## config.mk

```make
export PLATFORM = sky130hd
export DESIGN_NAME = ssbg_top
export DESIGN_NICKNAME = d
export VERILOG_FILES = /design/src/shared/ssbg_pkg.sv /design/src/core/ssbg_flag.sv /design/src/core/ssbg_baud.sv /design/src/core/ssbg_top.sv
export SDC_FILE = /design/constraint.sdc
export NUM_CORES = 1
export LEC_CHECK = 0
export ABC_AREA = 1
export BUFFER_PORTS_ARGS = -buffer_cell sky130_fd_sc_hd__buf_2
export CELL_PAD_IN_SITES_DETAIL_PLACEMENT = 0
export CELL_PAD_IN_SITES_GLOBAL_PLACEMENT = 1
export CORE_MARGIN = 2
export CORE_UTILIZATION = 41
export DETAILED_ROUTE_END_ITERATION = 8
export HOLD_SLACK_MARGIN = 0.12
export PLACE_DENSITY_LB_ADDON = 0.1
export SYNTH_ARGS = -nofsm -noshare
export SYNTH_HDL_FRONTEND = slang
export SYNTH_SLANG_ARGS = --single-unit
```

## constraint.sdc

```tcl
create_clock -name pclk -period 3.35 [get_ports pclk]
set_input_delay 0.335 -clock pclk [delete_from_list [all_inputs] [get_ports pclk]]
set_output_delay 0.335 -clock pclk [all_outputs]
set_load 0.02 [all_outputs]
```

## src/shared/ssbg_pkg.sv

```systemverilog
// Shared constants and types for the serial service and baud generator block.
// Assumes a 32-bit APB register bus and one system clock.
package ssbg_pkg;

    // ****************************************************************
    // Register byte offsets.
    // ****************************************************************
    localparam logic [7:0] OFS_STAT0 = 8'h00;
    localparam logic [7:0] OFS_IEN0 = 8'h04;
    localparam logic [7:0] OFS_SRC = 8'h08;
    localparam logic [7:0] OFS_SRCEN = 8'h0c;
    localparam logic [7:0] OFS_TMC = 8'h10;
    localparam logic [7:0] OFS_TXSEL = 8'h14;
    localparam logic [7:0] OFS_CMD = 8'h18;

    // ****************************************************************
    // Field positions.
    // ****************************************************************
    localparam int ST0_RX_READY_FLAG = 0;
    localparam int ST0_TX_READY_FLAG = 1;
    localparam int ST0_RXSUM = 2;
    localparam int ST0_TXSUM = 3;
    localparam int IEN_W = 4;
    localparam int SRC_CDC = 0;
    localparam int SRC_PMP = 3;
    localparam int SRC_OVR = 6;
    localparam int RX_SRC_N = 7;
    localparam int SRC_CTS = 7;
    localparam int SRC_IDL = 8;
    localparam int SRC_N = 9;
    localparam int CMD_CHAN = 0;
    localparam int CMD_RX = 1;
    localparam int CMD_TX = 2;

    // ****************************************************************
    // Widths and reset values.
    // ****************************************************************
    localparam int TMC_W = 8;
    localparam int DIV_W = 4;
    localparam int CNT_W = 9;
    localparam int DIVCNT_W = 9;
    localparam logic [3:0] DIV_MAX = 4'h9;
    localparam logic [IEN_W-1:0] IEN_RST = 4'h0;
    localparam logic [SRC_N-1:0] SRCEN_RST = 9'h000;
    localparam logic [7:0] TMC_RST = 8'h00;
    localparam logic [3:0] DIV_RST = 4'h0;

    // ****************************************************************
    // Grouped signals.
    // ****************************************************************
    typedef struct packed {
        logic overrun;
        logic frame_err;
        logic parity_err;
        logic mpbit;
        logic brk_end;
        logic brk_start;
        logic carrier_chg;
    } ssbg_rx_evt_t;

    typedef struct packed {
        logic tx_summary;
        logic rx_summary;
        logic tx_ready;
        logic rx_ready;
    } ssbg_irq_t;

endpackage

```

## src/core/ssbg_flag.sv

```systemverilog
// Sticky status bit: hardware sets, any clear source clears, set wins.
// Assumes set and clear come from logic on pclk.
`timescale 1ns/10ps
`default_nettype none

module ssbg_flag
(
    input wire logic pclk,    // System clock.
    input wire logic presetn, // Asynchronous reset, active low.
    input wire logic set,     // Set pulse.
    input wire logic clr,     // Clear pulse.
    output logic q            // Flag value.
);

    logic q_r;
    logic q_nxt;

    assign q_nxt = set | (q_r & ~clr);
    assign q = q_r;

    always_ff @(posedge pclk or negedge presetn)
    begin
        if (!presetn)
            q_r <= 1'b0;
        else
            q_r <= q_nxt;
    end

endmodule
`default_nettype wire

```

## src/core/ssbg_baud.sv

```systemverilog
// Baud generator: reload down-counter followed by a power-of-two divider.
// Assumes the time constant and divider field come from registers on pclk.
`timescale 1ns/10ps
`default_nettype none

module ssbg_baud
    import ssbg_pkg::*;
#(
    parameter int TW = TMC_W,
    parameter int DW = DIV_W
)
(
    input wire logic pclk,          // System clock.
    input wire logic presetn,       // Asynchronous reset, active low.
    input wire logic [TW-1:0] baud_time_constant,  // Time constant.
    input wire logic [DW-1:0] div,  // Divider field.
    output logic tout,              // Reload timer output.
    output logic brg_out            // Baud generator output.
);

    logic [CNT_W-1:0] cnt_r;
    logic [CNT_W-1:0] cnt_nxt;
    logic [CNT_W-1:0] load_val;
    logic [DIVCNT_W-1:0] dcnt_r;
    logic [DW-1:0] div_q;
    logic brg_r;
    logic brg_nxt;

    // ****************************************************************
    // Reload timer.
    // ****************************************************************
    assign load_val = (baud_time_constant == '0) ? 9'h100 : {1'b0, baud_time_constant};
    assign tout = (cnt_r == 9'h001);
    assign cnt_nxt = (cnt_r <= 9'h001) ? load_val : cnt_r - 9'h001;

    // ****************************************************************
    // Divider: bit n-1 of a pulse counter is a 50% square at 1/2^n.
    // ****************************************************************
    assign div_q = (div > DIV_MAX) ? DIV_MAX : div;
    assign brg_nxt = (div_q == '0) ? tout : dcnt_r[div_q - 4'h1];
    assign brg_out = brg_r;

    always_ff @(posedge pclk or negedge presetn)
    begin
        if (!presetn)
        begin
            cnt_r <= 9'h000;
            dcnt_r <= 9'h000;
            brg_r <= 1'b0;
        end
        else
        begin
            cnt_r <= cnt_nxt;
            dcnt_r <= dcnt_r + {8'h00, tout};
            brg_r <= brg_nxt;
        end
    end

    // ****************************************************************
    // Checks.
    // ****************************************************************
    a_pulse_one_wide: assert property (@(posedge pclk) disable iff (!presetn)
        tout && baud_time_constant != 8'h01 |=> !tout)
        else $error("Reload timer pulse wider than one cycle.");

    a_reload_after_one: assert property (@(posedge pclk) disable iff (!presetn)
        tout |=> cnt_r == $past(load_val))
        else $error("Reload timer did not reload the time constant.");

    a_zero_is_256: assert property (@(posedge pclk) disable iff (!presetn)
        tout && baud_time_constant == 8'h00 |=> cnt_r == 9'h100 ##255 tout)
        else $error("Time constant zero does not count 256.");

    a_div_zero_pass: assert property (@(posedge pclk) disable iff (!presetn)
        div == 4'h0 |=> brg_out == $past(tout))
        else $error("Timer output not passed through with divider zero.");

    a_div_square_hold: assert property (@(posedge pclk) disable iff (!presetn)
        !tout ##1 (div_q != 4'h0 && $stable(div_q)) |=> $stable(brg_out))
        else $error("Divided output toggled without a timer pulse.");

endmodule
`default_nettype wire

```

## src/core/ssbg_top.sv

```systemverilog
// Serial channel service logic: ready flags, DMA requests, interrupt
// summaries with write-one-to-clear sources except transmitter idle, and the baud generator.
// Assumes an APB master on pclk and channel logic on pclk driving the events.
//
// Overview of operation
// Ready flag set raises DMA transfer request.
// Software disables ready interrupts under DMA.
// DMA dual-address cycle-steal; request is level.
// Polling reads ready flags, interrupts and DMA off.
// Interrupt mode: DMA ignores channel requests.
// Ready interrupt is flag AND its enable.
// Ready flags clear on empty, full, disabled.
// Receive summary ORs seven gated sources.
// Transmit summary ORs idle and CTS change.
// Writing one clears source status bits; the code clears bits 0 to 7 only, not idle bit 8.
// Reset commands clear ready and summary interrupts.
// Parity/MP bit clears on next ready set.
// Summary status ignores summary interrupt enables.
// Baud output spans half clock to 2^17.
// Reload timer pulses one cycle at count one.
// Constant zero counts 256; one holds high.
// Divider field zero passes timer output.
// Fields one to nine give 50% square.
// Software never sets baud equal to clock.
// Break start and end set status bits.
// After pulse, timer reloads and keeps counting.
`timescale 1ns/10ps
`default_nettype none

module ssbg_top
    import ssbg_pkg::*;
(
    input wire logic pclk,                // System clock, 40 MHz.
    input wire logic presetn,             // Asynchronous reset, active low.
    input wire logic psel,                // APB select.
    input wire logic penable,             // APB enable.
    input wire logic pwrite,              // APB write.
    input wire logic [7:0] paddr,         // APB byte address.
    input wire logic [31:0] pwdata,       // APB write data.
    output logic [31:0] prdata,           // APB read data.
    output logic pready,                  // APB ready.
    output logic pslverr,                 // APB error on unmapped address.
    input wire logic rx_char_load,        // Character loaded into receive buffer.
    input wire logic rx_buf_empty,        // Receive buffer empty.
    input wire logic tx_space_evt,        // Transmit buffer gained room.
    input wire logic tx_buf_full,         // Transmit buffer full.
    input wire logic tx_enabled,          // Transmitter enabled.
    input wire logic tx_idle,             // Transmitter in idle state.
    input wire ssbg_rx_evt_t rx_evt,      // Receive source event pulses.
    input wire logic cts_chg_evt,         // Clear-to-send change pulse.
    output logic dma_rx_req,              // Receive DMA request, level.
    output logic dma_tx_req,              // Transmit DMA request, level.
    output ssbg_irq_t irq,                // Interrupt lines.
    output logic baud_out                 // Baud generator output.
);

    // ****************************************************************
    // Bus decode.
    // ****************************************************************
    wire logic setup_ph;
    wire logic access_ph;
    wire logic wr_en;
    wire logic sel_st0;
    wire logic sel_ien;
    wire logic sel_src;
    wire logic sel_srcen;
    wire logic sel_tmc;
    wire logic sel_txsel;
    wire logic sel_cmd;
    wire logic addr_hit;

    assign setup_ph = psel & ~penable;
    assign access_ph = psel & penable;
    assign wr_en = access_ph & pwrite;
    assign sel_st0 = (paddr == OFS_STAT0);
    assign sel_ien = (paddr == OFS_IEN0);
    assign sel_src = (paddr == OFS_SRC);
    assign sel_srcen = (paddr == OFS_SRCEN);
    assign sel_tmc = (paddr == OFS_TMC);
    assign sel_txsel = (paddr == OFS_TXSEL);
    assign sel_cmd = (paddr == OFS_CMD);
    assign addr_hit = sel_st0 | sel_ien | sel_src | sel_srcen | sel_tmc | sel_txsel | sel_cmd;
    assign pready = 1'b1;
    assign pslverr = access_ph & ~addr_hit;

    // ****************************************************************
    // Software registers and commands.
    // ****************************************************************
    logic [IEN_W-1:0] ien_r;
    logic [SRC_N-1:0] srcen_r;
    logic [TMC_W-1:0] tmc_r;
    logic [DIV_W-1:0] div_r;
    wire logic chan_rst;
    wire logic rx_rst;
    wire logic tx_rst;

    assign chan_rst = wr_en & sel_cmd & pwdata[CMD_CHAN];
    assign rx_rst = chan_rst | (wr_en & sel_cmd & pwdata[CMD_RX]);
    assign tx_rst = chan_rst | (wr_en & sel_cmd & pwdata[CMD_TX]);

    always_ff @(posedge pclk or negedge presetn)
    begin
        if (!presetn)
        begin
            ien_r <= IEN_RST;
            srcen_r <= SRCEN_RST;
            tmc_r <= TMC_RST;
            div_r <= DIV_RST;
        end
        else if (wr_en)
        begin
            if (sel_ien)
                ien_r <= pwdata[IEN_W-1:0];
            if (sel_srcen)
                srcen_r <= pwdata[SRC_N-1:0];
            if (sel_tmc)
                tmc_r <= pwdata[TMC_W-1:0];
            if (sel_txsel)
                div_r <= pwdata[DIV_W-1:0];
        end
    end

    // ****************************************************************
    // Ready flags.
    // ****************************************************************
    logic rx_ready_r;
    logic rx_ready_nxt;
    logic tx_ready_r;
    logic tx_ready_nxt;
    wire logic tx_can_take;

    // A new character wins over the empty indication and the reset command.
    assign rx_ready_nxt = rx_char_load | (rx_ready_r & ~rx_buf_empty & ~rx_rst);
    assign tx_can_take = ~tx_buf_full & tx_enabled;
    assign tx_ready_nxt = tx_can_take & (tx_space_evt | (tx_ready_r & ~tx_rst));

    always_ff @(posedge pclk or negedge presetn)
    begin
        if (!presetn)
        begin
            rx_ready_r <= 1'b0;
            tx_ready_r <= 1'b0;
        end
        else
        begin
            rx_ready_r <= rx_ready_nxt;
            tx_ready_r <= tx_ready_nxt;
        end
    end

    // The request is a level that stays up while the flag is set.
    assign dma_rx_req = rx_ready_r;
    assign dma_tx_req = tx_ready_r;

    // ****************************************************************
    // Interrupt source bits.
    // ****************************************************************
    wire logic [SRC_CTS:0] src_set;
    logic [SRC_CTS:0] src_clr;
    wire logic [SRC_CTS:0] src_q;
    wire logic [SRC_CTS:0] src_w1c;
    wire logic pmp_auto_clr;

    // Break start and end arrive as their own event bits.
    assign src_set = {cts_chg_evt, rx_evt};
    assign src_w1c = (wr_en & sel_src) ? pwdata[SRC_CTS:0] : 8'h00;
    assign pmp_auto_clr = rx_char_load & ~rx_ready_r;

    always_comb
    begin
        src_clr = src_w1c;
        src_clr[RX_SRC_N-1:0] = src_w1c[RX_SRC_N-1:0] | {RX_SRC_N{rx_rst}};
        src_clr[SRC_CTS] = src_w1c[SRC_CTS] | tx_rst;
        src_clr[SRC_PMP] = src_clr[SRC_PMP] | pmp_auto_clr;
    end

    genvar gi;
    generate
        for (gi = 0; gi <= SRC_CTS; gi++)
        begin : g_src
            ssbg_flag u_flag
            (
                .pclk(pclk),
                .presetn(presetn),
                .set(src_set[gi]),
                .clr(src_clr[gi]),
                .q(src_q[gi])
            );
        end
    endgenerate

    // ****************************************************************
    // Transmitter idle status.
    // ****************************************************************
    logic idle_d_r;
    logic quiet_r;
    logic quiet_nxt;

    assign quiet_nxt = tx_idle & ((tx_idle & ~idle_d_r) | (quiet_r & ~tx_rst));

    always_ff @(posedge pclk or negedge presetn)
    begin
        if (!presetn)
        begin
            idle_d_r <= 1'b0;
            quiet_r <= 1'b0;
        end
        else
        begin
            idle_d_r <= tx_idle;
            quiet_r <= quiet_nxt;
        end
    end

    // ****************************************************************
    // Summaries and interrupt lines.
    // ****************************************************************
    wire logic rx_sum;
    wire logic tx_sum;
    ssbg_irq_t irq_r;
    ssbg_irq_t irq_nxt;

    assign rx_sum = |(src_q[RX_SRC_N-1:0] & srcen_r[RX_SRC_N-1:0]);
    assign tx_sum = (quiet_r & srcen_r[SRC_IDL]) | (src_q[SRC_CTS] & srcen_r[SRC_CTS]);
    assign irq_nxt.rx_ready = rx_ready_r & ien_r[ST0_RX_READY_FLAG];
    assign irq_nxt.tx_ready = tx_ready_r & ien_r[ST0_TX_READY_FLAG];
    assign irq_nxt.rx_summary = rx_sum & ien_r[ST0_RXSUM];
    assign irq_nxt.tx_summary = tx_sum & ien_r[ST0_TXSUM];
    assign irq = irq_r;

    always_ff @(posedge pclk or negedge presetn)
    begin
        if (!presetn)
            irq_r <= '0;
        else
            irq_r <= irq_nxt;
    end

    // ****************************************************************
    // Read data, captured in the setup phase.
    // ****************************************************************
    logic [31:0] rd_word;
    logic [31:0] prdata_r;

    always_comb
    begin
        rd_word = 32'h0000_0000;
        if (sel_st0)
        begin
            rd_word[ST0_RX_READY_FLAG] = rx_ready_r;
            rd_word[ST0_TX_READY_FLAG] = tx_ready_r;
            rd_word[ST0_RXSUM] = rx_sum;
            rd_word[ST0_TXSUM] = tx_sum;
        end
        else if (sel_ien)
            rd_word[IEN_W-1:0] = ien_r;
        else if (sel_src)
        begin
            rd_word[SRC_CTS:0] = src_q;
            rd_word[SRC_IDL] = quiet_r;
        end
        else if (sel_srcen)
            rd_word[SRC_N-1:0] = srcen_r;
        else if (sel_tmc)
            rd_word[TMC_W-1:0] = tmc_r;
        else if (sel_txsel)
            rd_word[DIV_W-1:0] = div_r;
    end

    always_ff @(posedge pclk or negedge presetn)
    begin
        if (!presetn)
            prdata_r <= 32'h0000_0000;
        else if (setup_ph)
            prdata_r <= rd_word;
    end

    assign prdata = prdata_r;

    // ****************************************************************
    // Baud generator.
    // ****************************************************************
    ssbg_baud #(
        .TW(TMC_W),
        .DW(DIV_W)
    ) u_baud
    (
        .pclk(pclk),
        .presetn(presetn),
        .baud_time_constant(tmc_r),
        .div(div_r),
        .tout(),
        .brg_out(baud_out)
    );

    // ****************************************************************
    // Checks.
    // ****************************************************************
    a_dma_follows_load: assert property (@(posedge pclk) disable iff (!presetn)
        rx_char_load |=> dma_rx_req)
        else $error("Receive DMA request missing after character load.");

    a_rx_irq_gate: assert property (@(posedge pclk) disable iff (!presetn)
        rx_ready_r && ien_r[ST0_RX_READY_FLAG] |=> irq.rx_ready)
        else $error("Receive ready interrupt not raised.");

    a_rx_flag_empty: assert property (@(posedge pclk) disable iff (!presetn)
        rx_buf_empty && !rx_char_load |=> !rx_ready_r)
        else $error("Receive ready flag not cleared on empty buffer.");

    a_tx_flag_full: assert property (@(posedge pclk) disable iff (!presetn)
        (tx_buf_full || !tx_enabled) |=> !tx_ready_r && !dma_tx_req)
        else $error("Transmit ready flag not cleared on full or disabled.");

    a_rx_sum_overrun: assert property (@(posedge pclk) disable iff (!presetn)
        rx_evt.overrun && srcen_r[SRC_OVR] && !(wr_en && sel_srcen) |=> rx_sum ##1 irq.rx_summary == ien_r[ST0_RXSUM])
        else $error("Overrun did not reach the receive summary.");

    a_idle_leave: assert property (@(posedge pclk) disable iff (!presetn)
        $fell(tx_idle) |=> !quiet_r)
        else $error("Idle status survived leaving idle.");

    a_w1c_carrier: assert property (@(posedge pclk) disable iff (!presetn)
        wr_en && sel_src && pwdata[SRC_CDC] && !rx_evt.carrier_chg |=> !src_q[SRC_CDC])
        else $error("Write of one did not clear carrier change status.");

    a_rx_reset_cmd: assert property (@(posedge pclk) disable iff (!presetn)
        rx_rst && !rx_char_load && rx_evt == '0 |=> !rx_ready_r && !rx_sum)
        else $error("Receive reset left ready or summary set.");

    a_pmp_next_char: assert property (@(posedge pclk) disable iff (!presetn)
        rx_char_load && !rx_ready_r && !rx_evt.mpbit |=> !src_q[SRC_PMP])
        else $error("Parity or MP status not cleared by next character.");

    a_st0_summary: assert property (@(posedge pclk) disable iff (!presetn)
        setup_ph && sel_st0 && tx_sum && !ien_r[ST0_TXSUM] |=> prdata[ST0_TXSUM])
        else $error("Transmit summary hidden by its enable.");

endmodule
`default_nettype wire

```

==> impl_metrics.env <==
export IMPL_post_route_cells_drive_above_1_share_pct=23.85
export IMPL_synth_edff_count=0
export IMPL_maximum_number_of_pins_on_one_net_before_global_route_repair=51
export IMPL_clock_fmax_ghz=0.4610
export IMPL_power_per_cell_area_nw_per_um2=435.0
export IMPL_worst_slew_pin_transition_ns=0.6620
export IMPL_die_area_um2=10240
export IMPL_worst_r2r_setup_slack_ns=1.18
export IMPL_num_rows=35
export IMPL_critical_path_startpoint_type="flip-flop"
export IMPL_post_route_worst_setup_slack_ns=1.181
export IMPL_globalRoute_totalOverflow=0
export IMPL_gp_congestion=0.8240
export IMPL_tritoncts_num_sinks=69
export IMPL_yosysWarnings=0
export IMPL_finalHoldViolations=0
export IMPL_dieWidth_um=101.2
export IMPL_cell_area_after_layout_um2=4350
export IMPL_route_vias_total=2982
export IMPL_worstHoldStart="rx_evt[0]"
export IMPL_avgSynthCellArea_um2=8.474
export IMPL_path_common_cell="sky130_fd_sc_hd__nand3_1"
export IMPL_vdd_ir_drop_worst_mv=0.2426
export IMPL_critPathMaxStageDelay_ns=0.41
export IMPL_drv_max_cap_violation_count=0
export IMPL_p_leak_nw=2.306
export IMPL_min_period_over_period_pct=64.75
export IMPL_clock_insertion_delay_worst_skew_ns=0.35
export IMPL_area_growth_synth_to_final_pct=12.34
export IMPL_groute_usage_overall_pct=18.05
export IMPL_timing_rr_end="u_baud.dcnt_r[8]"
export IMPL_final_util_pct=47.31
export IMPL_buffer_ports_inserted=52
export IMPL_syn_cell_area_um2=3872
export IMPL_first_global_vias=2882
export IMPL_synthArstFlopShare_pct=100.0
export IMPL_timing_final_max_slew_violations=0
export IMPL_placeableCoreArea_um2=9196
export IMPL_final_worst_clock_skew_ns=0.01126
export IMPL_post_dp_cell_area_um2=4130
export IMPL_post_cts_setup_buffer_count=0
export IMPL_endpoint_required_time_on_the_critical_path_ns=3.58
export IMPL_h_tree_depth=3
export IMPL_synthesized_instance_count=457
export IMPL_design_power_total_mw=1.893
export IMPL_ys_types=43
export IMPL_final_nets=579
export IMPL_fillCellCount=943
export IMPL_boundaryPins=100
export IMPL_crit_path_end="u_baud.dcnt_r[8]"
export IMPL_cts_tree="yes"
export IMPL_average_wire_per_standard_cell_um=13.37
export IMPL_synthFlopType="sky130_fd_sc_hd__dfrtp_1"
export IMPL_die_h_um=101.2
export IMPL_master_cell_of_the_clock_root_buffer="sky130_fd_sc_hd__clkbuf_8"
export IMPL_dr_first_iter_drc_count=128
export IMPL_outcome="finished clean"
export IMPL_placedCellCount=613
export IMPL_post_route_min_period_ns=2.169
export IMPL_final_hold_worst_slack_ns=0.1593
export IMPL_worstSetupStartpoint="u_baud.cnt_r[4]"
export IMPL_post_cts_resize_count=0
export IMPL_crit_fanout=3
export IMPL_arrival_ns=2.40
export IMPL_critical_path_slowest_cell="sky130_fd_sc_hd__dfrtp_1"
export IMPL_ff2ff_path_depth=11
export IMPL_dp_hpwl_mm=6.376
export IMPL_post_layout_nonfiller_instances=631
export IMPL_timing_critical_path_to_type="flip-flop"
export IMPL_synth_sequential_area_ratio_pct=44.59
export IMPL_drt_first_pass_iters=4
export IMPL_path_clk_slew_ns=0.08
export IMPL_final_tns_setup_ns=0
export IMPL_ant_nets=0
export IMPL_remaining_drc_errors=0
export IMPL_number_of_antenna_violations_at_the_first_check_in_global_routing=0
export IMPL_finalSetupViolCount=0
export IMPL_ys_ff_latch=69
export IMPL_post_drt_via_cell_ratio=4.726
export IMPL_critical_path_reg2reg_startpoint="u_baud.cnt_r[4]"
export IMPL_maxSlewHeadroom_pct=55.87
export IMPL_post_place_ws_ns=1.161
export IMPL_antenna_diode_count=0
export IMPL_cts_buffers_inserted=9
export IMPL_ctsLongestPathBuffers=2
export IMPL_rsz0062_at_grt="no"
export IMPL_initial_utilization_pct=42.11
export IMPL_crit_path_cell_trace="nor2_2, nand2_1, nor2_1, nand3_1, inv_1, ha_1, ha_1, nand3_1, nor3_1, nand3_1, xnor2_1"
export IMPL_grt_first_pass_wirelength_mm=14.22
export IMPL_path_class="reg -> reg"
export IMPL_total_routed_wirelength_mm=8.439
export IMPL_timing_hold_worst_class="in -> reg"
==> cell families (layout without fill, tap and decap cells) <==
logic type | count (synthesis) | in the layout | share of synthesized area [%]
AND/OR/NAND/NOR | 212 | 212 | 27.92
other | 2 | 24 | 0.1939
adder cells (fa/ha/maj) | 5 | 5 | 1.616
AO/OA/AOI/OAI | 63 | 63 | 10.47
flip-flops | 69 | 69 | 44.59
XOR/XNOR | 14 | 14 | 3.166
buffers and inverters | 92 | 133 | 12.05
==> worst max-delay path: cells and delay by family, from the launching register on <==
family                   cells  cell delay [ns]
XOR/XNOR                     1             0.15
buffers and inverters        1             0.08
AND/OR/NAND/NOR              7             1.06
adder cells (fa/ha/maj)      2             0.34
flip-flops                   1             0.41
==> final cells by class <==
class	instances	area (um2)	area share, %
flip-flops and latches	69	1727	39.69
multi-input cells	318	1762	40.49
clock buffers	10	137.6	3.164
inverters	62	235.2	5.407
clock inverters	6	62.56	1.438
well taps	111	138.9	3.192
repair buffers	55	287.8	6.615
==> layer usage <==
metal	vias to the layer above	GRT usage (%)	share of wire (%)
met2	73	28.07	46
li1	1520	-	-
met5	-	0	0
met3	8	4.969	5.1
met4	0	5.198	1.0
met1	1381	24.81	48
==> Yosys cell counts (2+ instances only) <==
cell / count / area share, %
sky130_fd_sc_hd__a21oi_1: 14 / 1.8
sky130_fd_sc_hd__nand2_4: 4 / 1.2
sky130_fd_sc_hd__nand2_2: 7 / 1.1
sky130_fd_sc_hd__o21ai_1: 16 / 2.1
sky130_fd_sc_hd__nor3_1: 4 / 0.52
sky130_fd_sc_hd__nand3_2: 3 / 0.78
sky130_fd_sc_hd__buf_4: 24 / 4.7
sky130_fd_sc_hd__nor4_1: 2 / 0.32
sky130_fd_sc_hd__dfrtp_1: 69 / 45
sky130_fd_sc_hd__xnor2_1: 4 / 0.90
sky130_fd_sc_hd__conb_1: 2 / 0.19
sky130_fd_sc_hd__xor2_1: 10 / 2.3
sky130_fd_sc_hd__a31oi_1: 3 / 0.48
sky130_fd_sc_hd__nand3_1: 33 / 4.3
sky130_fd_sc_hd__nand2_1: 107 / 10
sky130_fd_sc_hd__nor2_2: 3 / 0.48
sky130_fd_sc_hd__nor2_8: 3 / 1.6
sky130_fd_sc_hd__buf_6: 2 / 0.58
sky130_fd_sc_hd__inv_1: 55 / 5.3
sky130_fd_sc_hd__o21ai_2: 18 / 4.1
sky130_fd_sc_hd__nand4_1: 7 / 1.1
sky130_fd_sc_hd__inv_2: 6 / 0.58
sky130_fd_sc_hd__nor2_4: 5 / 1.5
sky130_fd_sc_hd__ha_1: 5 / 1.6
sky130_fd_sc_hd__nor2_1: 29 / 2.8
sky130_fd_sc_hd__o21ai_0: 5 / 0.65
==> flip-flops by register name (all words and copies together) (netlist names), 4 cells and up <==
name	flops
prdata	9
srcen_r	9
u_baud.cnt_r	9
u_baud.dcnt_r	9
g_src.u_flag.q	8
tmc_r	8
div_r	4
ien_r	4
irq	4
==> worst min-delay path by stage <==
stage / to / slack, ns / depth (start not counted)
floorplan: div_r[0] / 0.04 / 0
global placement: u_baud.cnt_r[6] / 0.31 / 1
detailed placement: u_baud.cnt_r[7] / 0.32 / 1
CTS: g_src[0].u_flag.q / 0.14 / 3
global route: g_src[7].u_flag.q / 0.15 / 3
finish: g_src[0].u_flag.q / 0.16 / 3
==> where the power goes <==
| part | switching [mW] | total, mW | internal, mW | leakage (nW) |
|---|---|---|---|---|
| clock | 0.329 | 0.690 | 0.361 | 0.0943 |
| combinational | 0.178 | 0.280 | 0.102 | 1.32 |
| sequential | 0.0400 | 0.923 | 0.883 | 0.893 |
==> placed cells by master (no fill, tap or decap), types with 6 or more instances in the layout <==
master,instances
sky130_fd_sc_hd__nand3_1,33
sky130_fd_sc_hd__clkbuf_8,10
sky130_fd_sc_hd__a21oi_1,14
sky130_fd_sc_hd__conb_1,24
sky130_fd_sc_hd__o21ai_2,18
sky130_fd_sc_hd__nand4_1,7
sky130_fd_sc_hd__nand2_1,107
sky130_fd_sc_hd__nor2_1,29
sky130_fd_sc_hd__xor2_1,10
sky130_fd_sc_hd__inv_2,6
sky130_fd_sc_hd__inv_1,55
sky130_fd_sc_hd__dfrtp_1,69
sky130_fd_sc_hd__o21ai_1,16
sky130_fd_sc_hd__buf_2,52
sky130_fd_sc_hd__nand2_2,7
==> repair_timing <==
item / 4_1_cts / 5_1_grt
endpoints found under the hold margin: 20 / 0
hold buffers: 2 / 0
setup endpoints to repair: 0 / 0
Note: power is estimated with default switching activity, not from simulation.
